--- src/core/dpb_defines.svh ---
// Timing constants and field widths for the dual-port conflict host controller.
// Assumes a 200 MHz mclk; included by bare name.
`ifndef DPB_DEFINES_SVH
`define DPB_DEFINES_SVH

`define DPB_ADDR_W        10
`define DPB_DATA_W        8
`define DPB_CLK_PERIOD_PS 5000
// Least time address and enable are held before the write pulse starts
`define DPB_RESOLVE_NS    20
`define DPB_RESOLVE_CYC   ((`DPB_RESOLVE_NS * 1000 + `DPB_CLK_PERIOD_PS - 1) / `DPB_CLK_PERIOD_PS)
// Least write pulse width
`define DPB_WPULSE_NS     20
`define DPB_WPULSE_CYC    ((`DPB_WPULSE_NS * 1000 + `DPB_CLK_PERIOD_PS - 1) / `DPB_CLK_PERIOD_PS)
// Read access time before data is sampled
`define DPB_ACCESS_NS     25
`define DPB_ACCESS_CYC    ((`DPB_ACCESS_NS * 1000 + `DPB_CLK_PERIOD_PS - 1) / `DPB_CLK_PERIOD_PS)
`define DPB_CNT_W         4
`define DPB_RESET_INHIBIT 1'b0

`endif

--- src/core/dpb_pkg.sv ---
// Types for the dual-port conflict host controller.
// Assumes dpb_defines.svh is on the include path.
`include "dpb_defines.svh"
package dpb_pkg;
    typedef enum {ST_IDLE, ST_SETUP, ST_WPULSE, ST_RWAIT, ST_STALL, ST_DONE} dpb_state_t;
    typedef logic [`DPB_ADDR_W-1:0] dpb_addr_t;
    typedef logic [`DPB_DATA_W-1:0] dpb_data_t;
    typedef logic [`DPB_CNT_W-1:0]  dpb_cnt_t;
endpackage

--- src/core/dpb_host.sv ---
// Two-port host controller for a dual-port RAM array with a master conflict arbiter.
// Assumes external pull-ups on the shared conflict nets and pins synchronous to mclk.
`timescale 1ns/1ps
`include "dpb_defines.svh"

// Summary of operation
// - With both inhibit inputs held low, both ports operate normally.
// - Holding a port's inhibit high blocks all writes through that port; the host issues no new write strobe, but a pulse under way runs on and the RAM gates it.
// - Only one master decides conflicts for a width-expanded array, so the host never arbitrates itself.
// - Each port holds address and enable for the resolve time before starting its write pulse.
module dpb_host
(
    // Clock and reset
    input  wire logic               mclk,
    input  wire logic               reset_n,
    // Left user port
    input  wire logic               left_req_valid,
    input  wire logic               left_req_write,
    input  wire dpb_pkg::dpb_addr_t left_req_addr,
    input  wire dpb_pkg::dpb_data_t left_req_wdata,
    output logic                    left_req_ready,
    output logic                    left_rsp_valid,
    output logic                    left_rsp_busy,
    output dpb_pkg::dpb_data_t      left_rsp_rdata,
    // Right user port
    input  wire logic               right_req_valid,
    input  wire logic               right_req_write,
    input  wire dpb_pkg::dpb_addr_t right_req_addr,
    input  wire dpb_pkg::dpb_data_t right_req_wdata,
    output logic                    right_req_ready,
    output logic                    right_rsp_valid,
    output logic                    right_rsp_busy,
    output dpb_pkg::dpb_data_t      right_rsp_rdata,
    // Write-inhibit control and conflict error flag
    input  wire logic               left_inhibit,
    input  wire logic               right_inhibit,
    output logic                    conflict_error,
    // Left RAM port pins
    output dpb_pkg::dpb_addr_t      left_addr,
    output logic                    left_ce_n,
    output logic                    left_we_n,
    output logic                    left_oe_n,
    output dpb_pkg::dpb_data_t      left_dq_o,
    output logic                    left_dq_oe,
    input  wire dpb_pkg::dpb_data_t left_dq_i,
    // Right RAM port pins
    output dpb_pkg::dpb_addr_t      right_addr,
    output logic                    right_ce_n,
    output logic                    right_we_n,
    output logic                    right_oe_n,
    output dpb_pkg::dpb_data_t      right_dq_o,
    output logic                    right_dq_oe,
    input  wire dpb_pkg::dpb_data_t right_dq_i,
    // Shared conflict nets (open drain)
    input  wire logic               left_conflict_n_i,
    output logic                    left_conflict_n_o,
    output logic                    left_conflict_n_oe,
    input  wire logic               right_conflict_n_i,
    output logic                    right_conflict_n_o,
    output logic                    right_conflict_n_oe
);
    logic left_inh_r;
    logic right_inh_r;
    logic left_seen_n;
    logic right_seen_n;

    // ------------------------------------------------------------
    // Inhibit drivers
    // ------------------------------------------------------------
    always_ff @(posedge mclk or negedge reset_n)
    begin
        if (!reset_n)
        begin
            left_inh_r  <= `DPB_RESET_INHIBIT;
            right_inh_r <= `DPB_RESET_INHIBIT;
        end
        else
        begin
            left_inh_r  <= left_inhibit;
            right_inh_r <= right_inhibit;
        end
    end

    // Only pull low; released level comes from the pull-up
    assign left_conflict_n_o   = 1'b0;
    assign right_conflict_n_o  = 1'b0;
    assign left_conflict_n_oe  = left_inh_r;
    assign right_conflict_n_oe = right_inh_r;

    // Shared net read back for every port
    assign left_seen_n  = left_conflict_n_i;
    assign right_seen_n = right_conflict_n_i;

    // ------------------------------------------------------------
    // Conflict monitor
    // ------------------------------------------------------------
    always_ff @(posedge mclk or negedge reset_n)
    begin
        if (!reset_n)
            conflict_error <= 1'b0;
        else
            conflict_error <= !left_seen_n && !right_seen_n && !left_inh_r && !right_inh_r;
    end

    // ------------------------------------------------------------
    // Port sequencers
    // ------------------------------------------------------------
    // Each port stalls on its own flag only; the other proceeds
    dpb_port_seq u_left
    (
        .mclk       (mclk),
        .reset_n    (reset_n),
        .req_valid  (left_req_valid),
        .req_write  (left_req_write),
        .req_addr   (left_req_addr),
        .req_wdata  (left_req_wdata),
        .req_ready  (left_req_ready),
        .rsp_valid  (left_rsp_valid),
        .rsp_busy   (left_rsp_busy),
        .rsp_rdata  (left_rsp_rdata),
        .ram_addr   (left_addr),
        .ram_ce_n   (left_ce_n),
        .ram_we_n   (left_we_n),
        .ram_oe_n   (left_oe_n),
        .ram_dq_o   (left_dq_o),
        .ram_dq_oe  (left_dq_oe),
        .ram_dq_i   (left_dq_i),
        .conflict_n (left_seen_n)
    );

    // Busy during a pulse reports a write the RAM gated
    dpb_port_seq u_right
    (
        .mclk       (mclk),
        .reset_n    (reset_n),
        .req_valid  (right_req_valid),
        .req_write  (right_req_write),
        .req_addr   (right_req_addr),
        .req_wdata  (right_req_wdata),
        .req_ready  (right_req_ready),
        .rsp_valid  (right_rsp_valid),
        .rsp_busy   (right_rsp_busy),
        .rsp_rdata  (right_rsp_rdata),
        .ram_addr   (right_addr),
        .ram_ce_n   (right_ce_n),
        .ram_we_n   (right_we_n),
        .ram_oe_n   (right_oe_n),
        .ram_dq_o   (right_dq_o),
        .ram_dq_oe  (right_dq_oe),
        .ram_dq_i   (right_dq_i),
        .conflict_n (right_seen_n)
    );
endmodule

--- src/core/dpb_port_seq.sv ---
// One host port sequencer: drives address, enable, write strobe and data of one RAM port.
// Assumes the conflict pin level is synchronous to mclk.
`timescale 1ns/1ps
`include "dpb_defines.svh"
module dpb_port_seq
(
    // Clock and reset
    input  wire logic              mclk,
    input  wire logic              reset_n,
    // User request and response
    input  wire logic              req_valid,
    input  wire logic              req_write,
    input  wire dpb_pkg::dpb_addr_t req_addr,
    input  wire dpb_pkg::dpb_data_t req_wdata,
    output logic                   req_ready,
    output logic                   rsp_valid,
    output logic                   rsp_busy,
    output dpb_pkg::dpb_data_t     rsp_rdata,
    // RAM port pins
    output dpb_pkg::dpb_addr_t     ram_addr,
    output logic                   ram_ce_n,
    output logic                   ram_we_n,
    output logic                   ram_oe_n,
    output dpb_pkg::dpb_data_t     ram_dq_o,
    output logic                   ram_dq_oe,
    input  wire dpb_pkg::dpb_data_t ram_dq_i,
    input  wire logic              conflict_n
);
    dpb_pkg::dpb_state_t state_r;
    dpb_pkg::dpb_cnt_t   cnt_r;
    logic                write_r;
    logic                saw_busy_r;

    // ------------------------------------------------------------
    // Sequencer
    // ------------------------------------------------------------
    assign req_ready = (state_r == dpb_pkg::ST_IDLE);

    always_ff @(posedge mclk or negedge reset_n)
    begin
        if (!reset_n)
        begin
            state_r    <= dpb_pkg::ST_IDLE;
            cnt_r      <= 4'h0;
            write_r    <= 1'b0;
            saw_busy_r <= 1'b0;
        end
        else
        begin
            case (state_r)
                dpb_pkg::ST_IDLE:
                begin
                    saw_busy_r <= 1'b0;
                    if (req_valid)
                    begin
                        write_r <= req_write;
                        cnt_r   <= 4'h0;
                        state_r <= req_write ? dpb_pkg::ST_SETUP : dpb_pkg::ST_RWAIT;
                    end
                end
                dpb_pkg::ST_SETUP:
                begin
                    // Hold address and enable until the conflict flag has resolved
                    if (cnt_r == 4'((`DPB_RESOLVE_CYC) - 1))
                    begin
                        cnt_r <= 4'h0;
                        if (!conflict_n)
                            state_r <= dpb_pkg::ST_STALL;
                        else
                            state_r <= dpb_pkg::ST_WPULSE;
                    end
                    else
                        cnt_r <= cnt_r + 4'h1;
                end
                dpb_pkg::ST_WPULSE:
                begin
                    if (!conflict_n)
                        saw_busy_r <= 1'b1;
                    if (cnt_r == 4'((`DPB_WPULSE_CYC) - 1))
                        state_r <= dpb_pkg::ST_DONE;
                    else
                        cnt_r <= cnt_r + 4'h1;
                end
                dpb_pkg::ST_RWAIT:
                begin
                    if (!conflict_n)
                        saw_busy_r <= 1'b1;
                    if (cnt_r == 4'((`DPB_ACCESS_CYC) - 1))
                        state_r <= dpb_pkg::ST_DONE;
                    else
                        cnt_r <= cnt_r + 4'h1;
                end
                dpb_pkg::ST_STALL:
                begin
                    // Busy: stall the write until the other side is done
                    if (conflict_n)
                    begin
                        cnt_r   <= 4'h0;
                        state_r <= dpb_pkg::ST_SETUP;
                    end
                end
                default:
                    state_r <= dpb_pkg::ST_IDLE;
            endcase
        end
    end

    // ------------------------------------------------------------
    // Pin and answer registers
    // ------------------------------------------------------------
    always_ff @(posedge mclk or negedge reset_n)
    begin
        if (!reset_n)
        begin
            ram_addr  <= 10'h000;
            ram_dq_o  <= 8'h00;
            rsp_rdata <= 8'h00;
            rsp_valid <= 1'b0;
            rsp_busy  <= 1'b0;
        end
        else
        begin
            rsp_valid <= (state_r == dpb_pkg::ST_DONE);
            rsp_busy  <= (state_r == dpb_pkg::ST_DONE) && saw_busy_r;
            if (state_r == dpb_pkg::ST_IDLE && req_valid)
            begin
                ram_addr <= req_addr;
                ram_dq_o <= req_wdata;
            end
            if (state_r == dpb_pkg::ST_RWAIT && cnt_r == 4'((`DPB_ACCESS_CYC) - 1))
                rsp_rdata <= ram_dq_i;
        end
    end

    assign ram_ce_n  = (state_r == dpb_pkg::ST_IDLE) || (state_r == dpb_pkg::ST_DONE);
    assign ram_we_n  = (state_r != dpb_pkg::ST_WPULSE);
    assign ram_oe_n  = (state_r != dpb_pkg::ST_RWAIT);
    assign ram_dq_oe = write_r && (state_r == dpb_pkg::ST_SETUP || state_r == dpb_pkg::ST_WPULSE);
endmodule
--- config.mk ---
export PLATFORM = sky130hd
export DESIGN_NAME = dpb_host
export DESIGN_NICKNAME = d
export VERILOG_FILES = /design/src/core/dpb_pkg.sv /design/src/core/dpb_host.sv /design/src/core/dpb_port_seq.sv
export VERILOG_INCLUDE_DIRS = /design/src /design/src/core
export SDC_FILE = /design/constraint.sdc
export NUM_CORES = 1
export LEC_CHECK = 0
export ABC_AREA = 1
export BUFFER_PORTS_ARGS = -buffer_cell sky130_fd_sc_hd__buf_2
export CORE_MARGIN = 2
export CORE_UTILIZATION = 30
export DETAILED_ROUTE_END_ITERATION = 7
export PLACE_DENSITY = 0.56
export SLEW_MARGIN = 10
export SYNTH_ARGS = -nofsm -noshare
export SYNTH_HDL_FRONTEND = slang
export SYNTH_SLANG_ARGS = --single-unit
--- constraint.sdc ---
create_clock -name mclk -period 1.4 [get_ports mclk]
set_input_delay 0.42 -clock mclk [delete_from_list [all_inputs] [get_ports mclk]]
set_output_delay 0.42 -clock mclk [all_outputs]
set_load 0.1 [all_outputs]
# After elaboration in Yosys (flattened, before gate mapping)
# Index checks and enable logic that the tools add are counted.
# totals
ff_bits,135
out_inout_bits,71
wordCells,132
# classes
add_sub_neg,2
n_eq_ne,40
mux,32
n_reduce_logical,37
# ops
op,count
$mux W32,10
$pmux W32 S5,2
$eq A32 B2 Y1 const B,6
$eq A32 B3 Y1 const B,6
$logic_not A32 Y1,4
$ne A32 B3 Y1 const B,4
$eq A32 B1 Y1 const B,2
$eq A32 B4 Y1 const B,2
$mux W4,10
$pmux W4 S5,2
$ne A2 B2 Y1 const B,10
$reduce_and A5 Y1,4
$ne A2 B1 Y1 const B,6
$logic_and A1 B1 Y1,11
$reduce_bool A5 Y1,2
$add A4 B1 Y4 const B,2
$eq A4 B2 Y1 const B,2
$eq A4 B3 Y1 const B,2
$reduce_and A2 Y1,4
$mux W3,2
$logic_not A1 Y1,4
$logic_or A1 B1 Y1,4
$mux W2,2
$pmux W1 S2,2
other kinds (3),6

# Longest topological paths before layout
# depth
ltp_word,4
ltp_mapped,10
depth_no_buf,10

# By module
# Synthesis repeated with hierarchy kept, for this count alone.
# hier_totals
cells_unflattened,465
hier_area_um2,3642.2
# by_module_without_submodules
module,n_inst,cells_per_inst,area_each_um2,seq_area_each_um2
dpb_port_seq at u_left,1,226,1767.9,925.9
dpb_port_seq at u_right,1,226,1754.2,925.9
dpb_host,1,13,120.1,75.1

# Least setup slack after synthesis
# No wires, ideal clock.
# synth_timing
path_type,reg2out
from,register u_left.state_r[2]
to,output port left_dq_oe
arrival_ns,3.901
required_ns,0.980
setup_slack_ns,-2.921
stages_incl_launch_ff,4
n_path_buf,0
cell_sequence,dfrtp_1 inv_2 nand3_1 a21boi_0
# synth_via
elab_chain_cells,3
# synth_rtl
element,line,source
from (decl),dpb_port_seq.sv:29,dpb_pkg::dpb_state_t state_r;
from (signal assigned),dpb_port_seq.sv:43,state_r <= dpb_pkg::ST_IDLE;
from (signal assigned),dpb_port_seq.sv:58,state_r <= req_write ? dpb_pkg::ST_SETUP : dpb_pkg::ST_RWAIT;
from (signal assigned),dpb_port_seq.sv:68,state_r <= dpb_pkg::ST_STALL;
$eq A32 B2 Y1 or $eq A32 B3 Y1 (tied branches),dpb_port_seq.sv:138,assign ram_dq_oe = write_r && (state_r == dpb_pkg::ST_SETUP || state_r == dpb_pkg::ST_WPULSE);
$logic_or A1 B1 Y1 (*),dpb_port_seq.sv:138,
$logic_and A1 B1 Y1 (*),dpb_port_seq.sv:138,
to (decl),dpb_host.sv:44,"output logic left_dq_oe,"
# Every way passes the cells marked *; elsewhere a longest branch is shown, timed or not.

# Final worst setup path
# layout_timing
from,register u_right.state_r[0]
to,output port right_dq_oe
# layout_via
elab_chain_cells,3
# layout_rtl
element,line,source
from (decl),dpb_port_seq.sv:29,
from (signal assigned),dpb_port_seq.sv:43,
from (signal assigned),dpb_port_seq.sv:58,
from (signal assigned),dpb_port_seq.sv:68,
$eq A32 B2 Y1 or $eq A32 B3 Y1 (tied branches),dpb_port_seq.sv:138,
$logic_or A1 B1 Y1 (*),dpb_port_seq.sv:138,
$logic_and A1 B1 Y1 (*),dpb_port_seq.sv:138,
to (decl),dpb_host.sv:52,"output logic right_dq_oe,"
# Marks and branches as above.

==> metrics <==
maximum number of pins on one net before global-route repair 48; vias about 3,600; nature of the critical path endpoint output pin; number of vias per cell 4.59; post-DP HPWL approximately 7400 um; worst slack on hold paths 0.0453 ns; worst-path fanout max 4; number of hold buffers added after cts 0; unrepaired setup endpoints after global routing true; clock period minus final worst setup slack around 1.8 ns; Avg Synthesized Cell Area just under 8 sq um; top-level I/O count 133; area growth from synthesis to final layout 85.7%; critical path, cell by cell inv_2, buf_6, nand3_4, a21boi_4, buf_12; fraction of layout instances using a drive strength above 1 a little under half; FP Rows 39; Final Slew Violations 0; post-route setup slack -0.386 ns; total number of yosys warnings 0; Placer Congestion 0.825; crit path DAT 1.37 ns; maximum count of clock buffers along a single path 2; DIE WIDTH between 100 and 150 um; number of hold-slack violations in the final timing report 0; DIE AREA between 0.01 and 0.015 sq mm; drt total wl approximately 11,000 um; TritonRoute pass-1 iters 4; nature of the critical path startpoint flop; Synth Cell Area 0.00359 sq mm; Final period util 128%; area of all placed cells without fillers 0.00666 sq mm; sequential-to-total area share from yosys stat between 50% and 60%; overall track demand over capacity in global routing between 15 and 20%; DRT iter0 DRCs between 100 and 150; net count reported at finish a little over 700; Floorplan Core Area approximately 0.012 sq mm; Setup Crit Path Kind flop to output pin; total gr overflow 0; TritonCTS clock tree built; via count of the first global-routing pass 3,673; DIE HEIGHT roughly 110 um; Synth cell types 21; TritonCTS Buffers 9; commonest non-fill, non-tap cells in the layout 179 x sky130_fd_sc_hd__nand2_1, 71 x sky130_fd_sc_hd__buf_12, 68 x sky130_fd_sc_hd__dfrtp_1; routed wire length per instance ~13 um; maxcap violations 0; slowest cell delay on critical path between 0.4 and 0.5 ns; final setup skew about 0.0075 ns; quantity of I/O buffers inserted on ports 130; post-detailed-placement cell area ~0.0057 sq mm; most common cell after layout, fill and taps aside sky130_fd_sc_hd__nand2_1; clock insertion delay at the later pin of the skew report 0.33 ns; Yosys reg bits 77; effective utilization at floorplan 31.0%; number of antenna violations at the first check in global routing 0; Clock transition at path regs around 0.060 ns; hold crit path type input port to async pin; total setup violations reported at the end of the flow 36; number of inserted diodes 0; Fmax 560 MHz; number of routed nets with antenna violations 0; CP max stage cell sky130_fd_sc_hd__dfrtp_2; CTS H-tree depth 3; CTS root buf sky130_fd_sc_hd__clkbuf_16; violated checks negative setup slack; DRC violations left 0; result of the run complete, but fails checks; Post-Place Worst Slack -0.102 ns; data required time at the worst endpoint 0.98 ns; gate count of the mapped netlist ~460; clock sinks slightly below 80; first-pass GRT wire length between 15,000 and 20,000 um
cell type report:
type | instances | area, sq um
multi-input cells | 339 | 1840
inverters | 32 | 130
fillers | 1022 | 4900
clock inverters | 6 | 111
repair buffers | 187 | 2230
flip-flops and latches | 77 | 1940
clock buffers | 10 | 229
well taps | 143 | 179
metal layers:
layer	GRT usage, %	routed length, um
met1	20.7	4650
met4	5.53	148
met2	26.3	5150
met3	4.45	701
met5	0	0
worst paths after layout:
path	cells past startpoint	end	startpoint	slack, ns
max	5	right_dq_oe	u_right.state_r[0]	-0.39
min	2	u_left.ram_addr[9]	reset_n	0.05
max reg2reg	9	u_left.ram_dq_o[4]	u_left.state_r[0]	-0.08
min reg2reg	2	u_right.rsp_busy	u_right.saw_busy_r	0.49
max in group asynchronous	2	u_right.cnt_r[2]	reset_n	1.07
min in group mclk	1	left_conflict_n_oe	left_inhibit	0.20
worst max-delay path: cells and delay by family (launching register included):
| kind | cells | cell delay [ns] |
|---|---|---|
| DFF | 1 | 0.44 |
| and+or+nand+nor | 1 | 0.07 |
| AOI/OAI and AO/OA | 1 | 0.16 |
| buffers and inverters | 3 | 0.38 |
sequential cells by signal, indices dropped and copies added, names as in the netlist:
name	count
u_left.ram_addr	10
u_left.rsp_valid	1
u_left.state_r	3
u_right.rsp_valid	1
u_left.rsp_busy	1
u_right.rsp_busy	1
u_left.write_r	1
u_right.rsp_rdata	8
u_right.ram_dq_o	8
u_left.ram_dq_o	8
u_right.cnt_r	4
left_conflict_n_oe	1
u_left.rsp_rdata	8
u_right.ram_addr	10
right_conflict_n_oe	1
u_right.write_r	1
conflict_error	1
u_right.state_r	3
u_left.saw_busy_r	1
u_left.cnt_r	4
u_right.saw_busy_r	1
what timing repair did:
item                       4_1_cts  5_1_grt
setup endpoints to repair       35       59
setup buffers                   17        8
gates resized for setup         38       82
pin swaps                       11       33
gates cloned                     0        1
Yosys cell counts, drive strengths merged:
master	number	share of area, %
nand2	222	24
dfrtp	77	54
nand3	63	8.8
inv	32	3.3
nor2	31	3.8
buf	13	2.0
o21ai	8	1.1
clkbuf	4	0.42
ha	4	1.4
a21boi	2	0.42
nand4	2	0.35
o22ai	2	0.35
a21oi	1	0.14
conb	1	0.10
nand3b	1	0.21
nor4	1	0.17
per-stage QoR:
stage / TNS (ns) / util (%) / instances
after global placement: -0.245 / 49.5 / 755
after CTS: -3.95 / 54.7 / 787
after detailed placement: -0.651 / 49.5 / 755
after global routing: -7.77 / 57.6 / 794
final: -4.87 / 57.6 / 794
after floorplan: -6.08 / - / 465
cells by family after synthesis:
group	synth area share [%]
flip-flops	53.7
adder cells (fa/ha/maj)	1.40
AND/OR/NAND/NOR	37.0
AO/OA/AOI/OAI	2.02
buffers and inverters	5.72
other	0.105
Power is not shown: default switching activity piles up to over one toggle a cycle in this logic, so the estimate is an artifact.
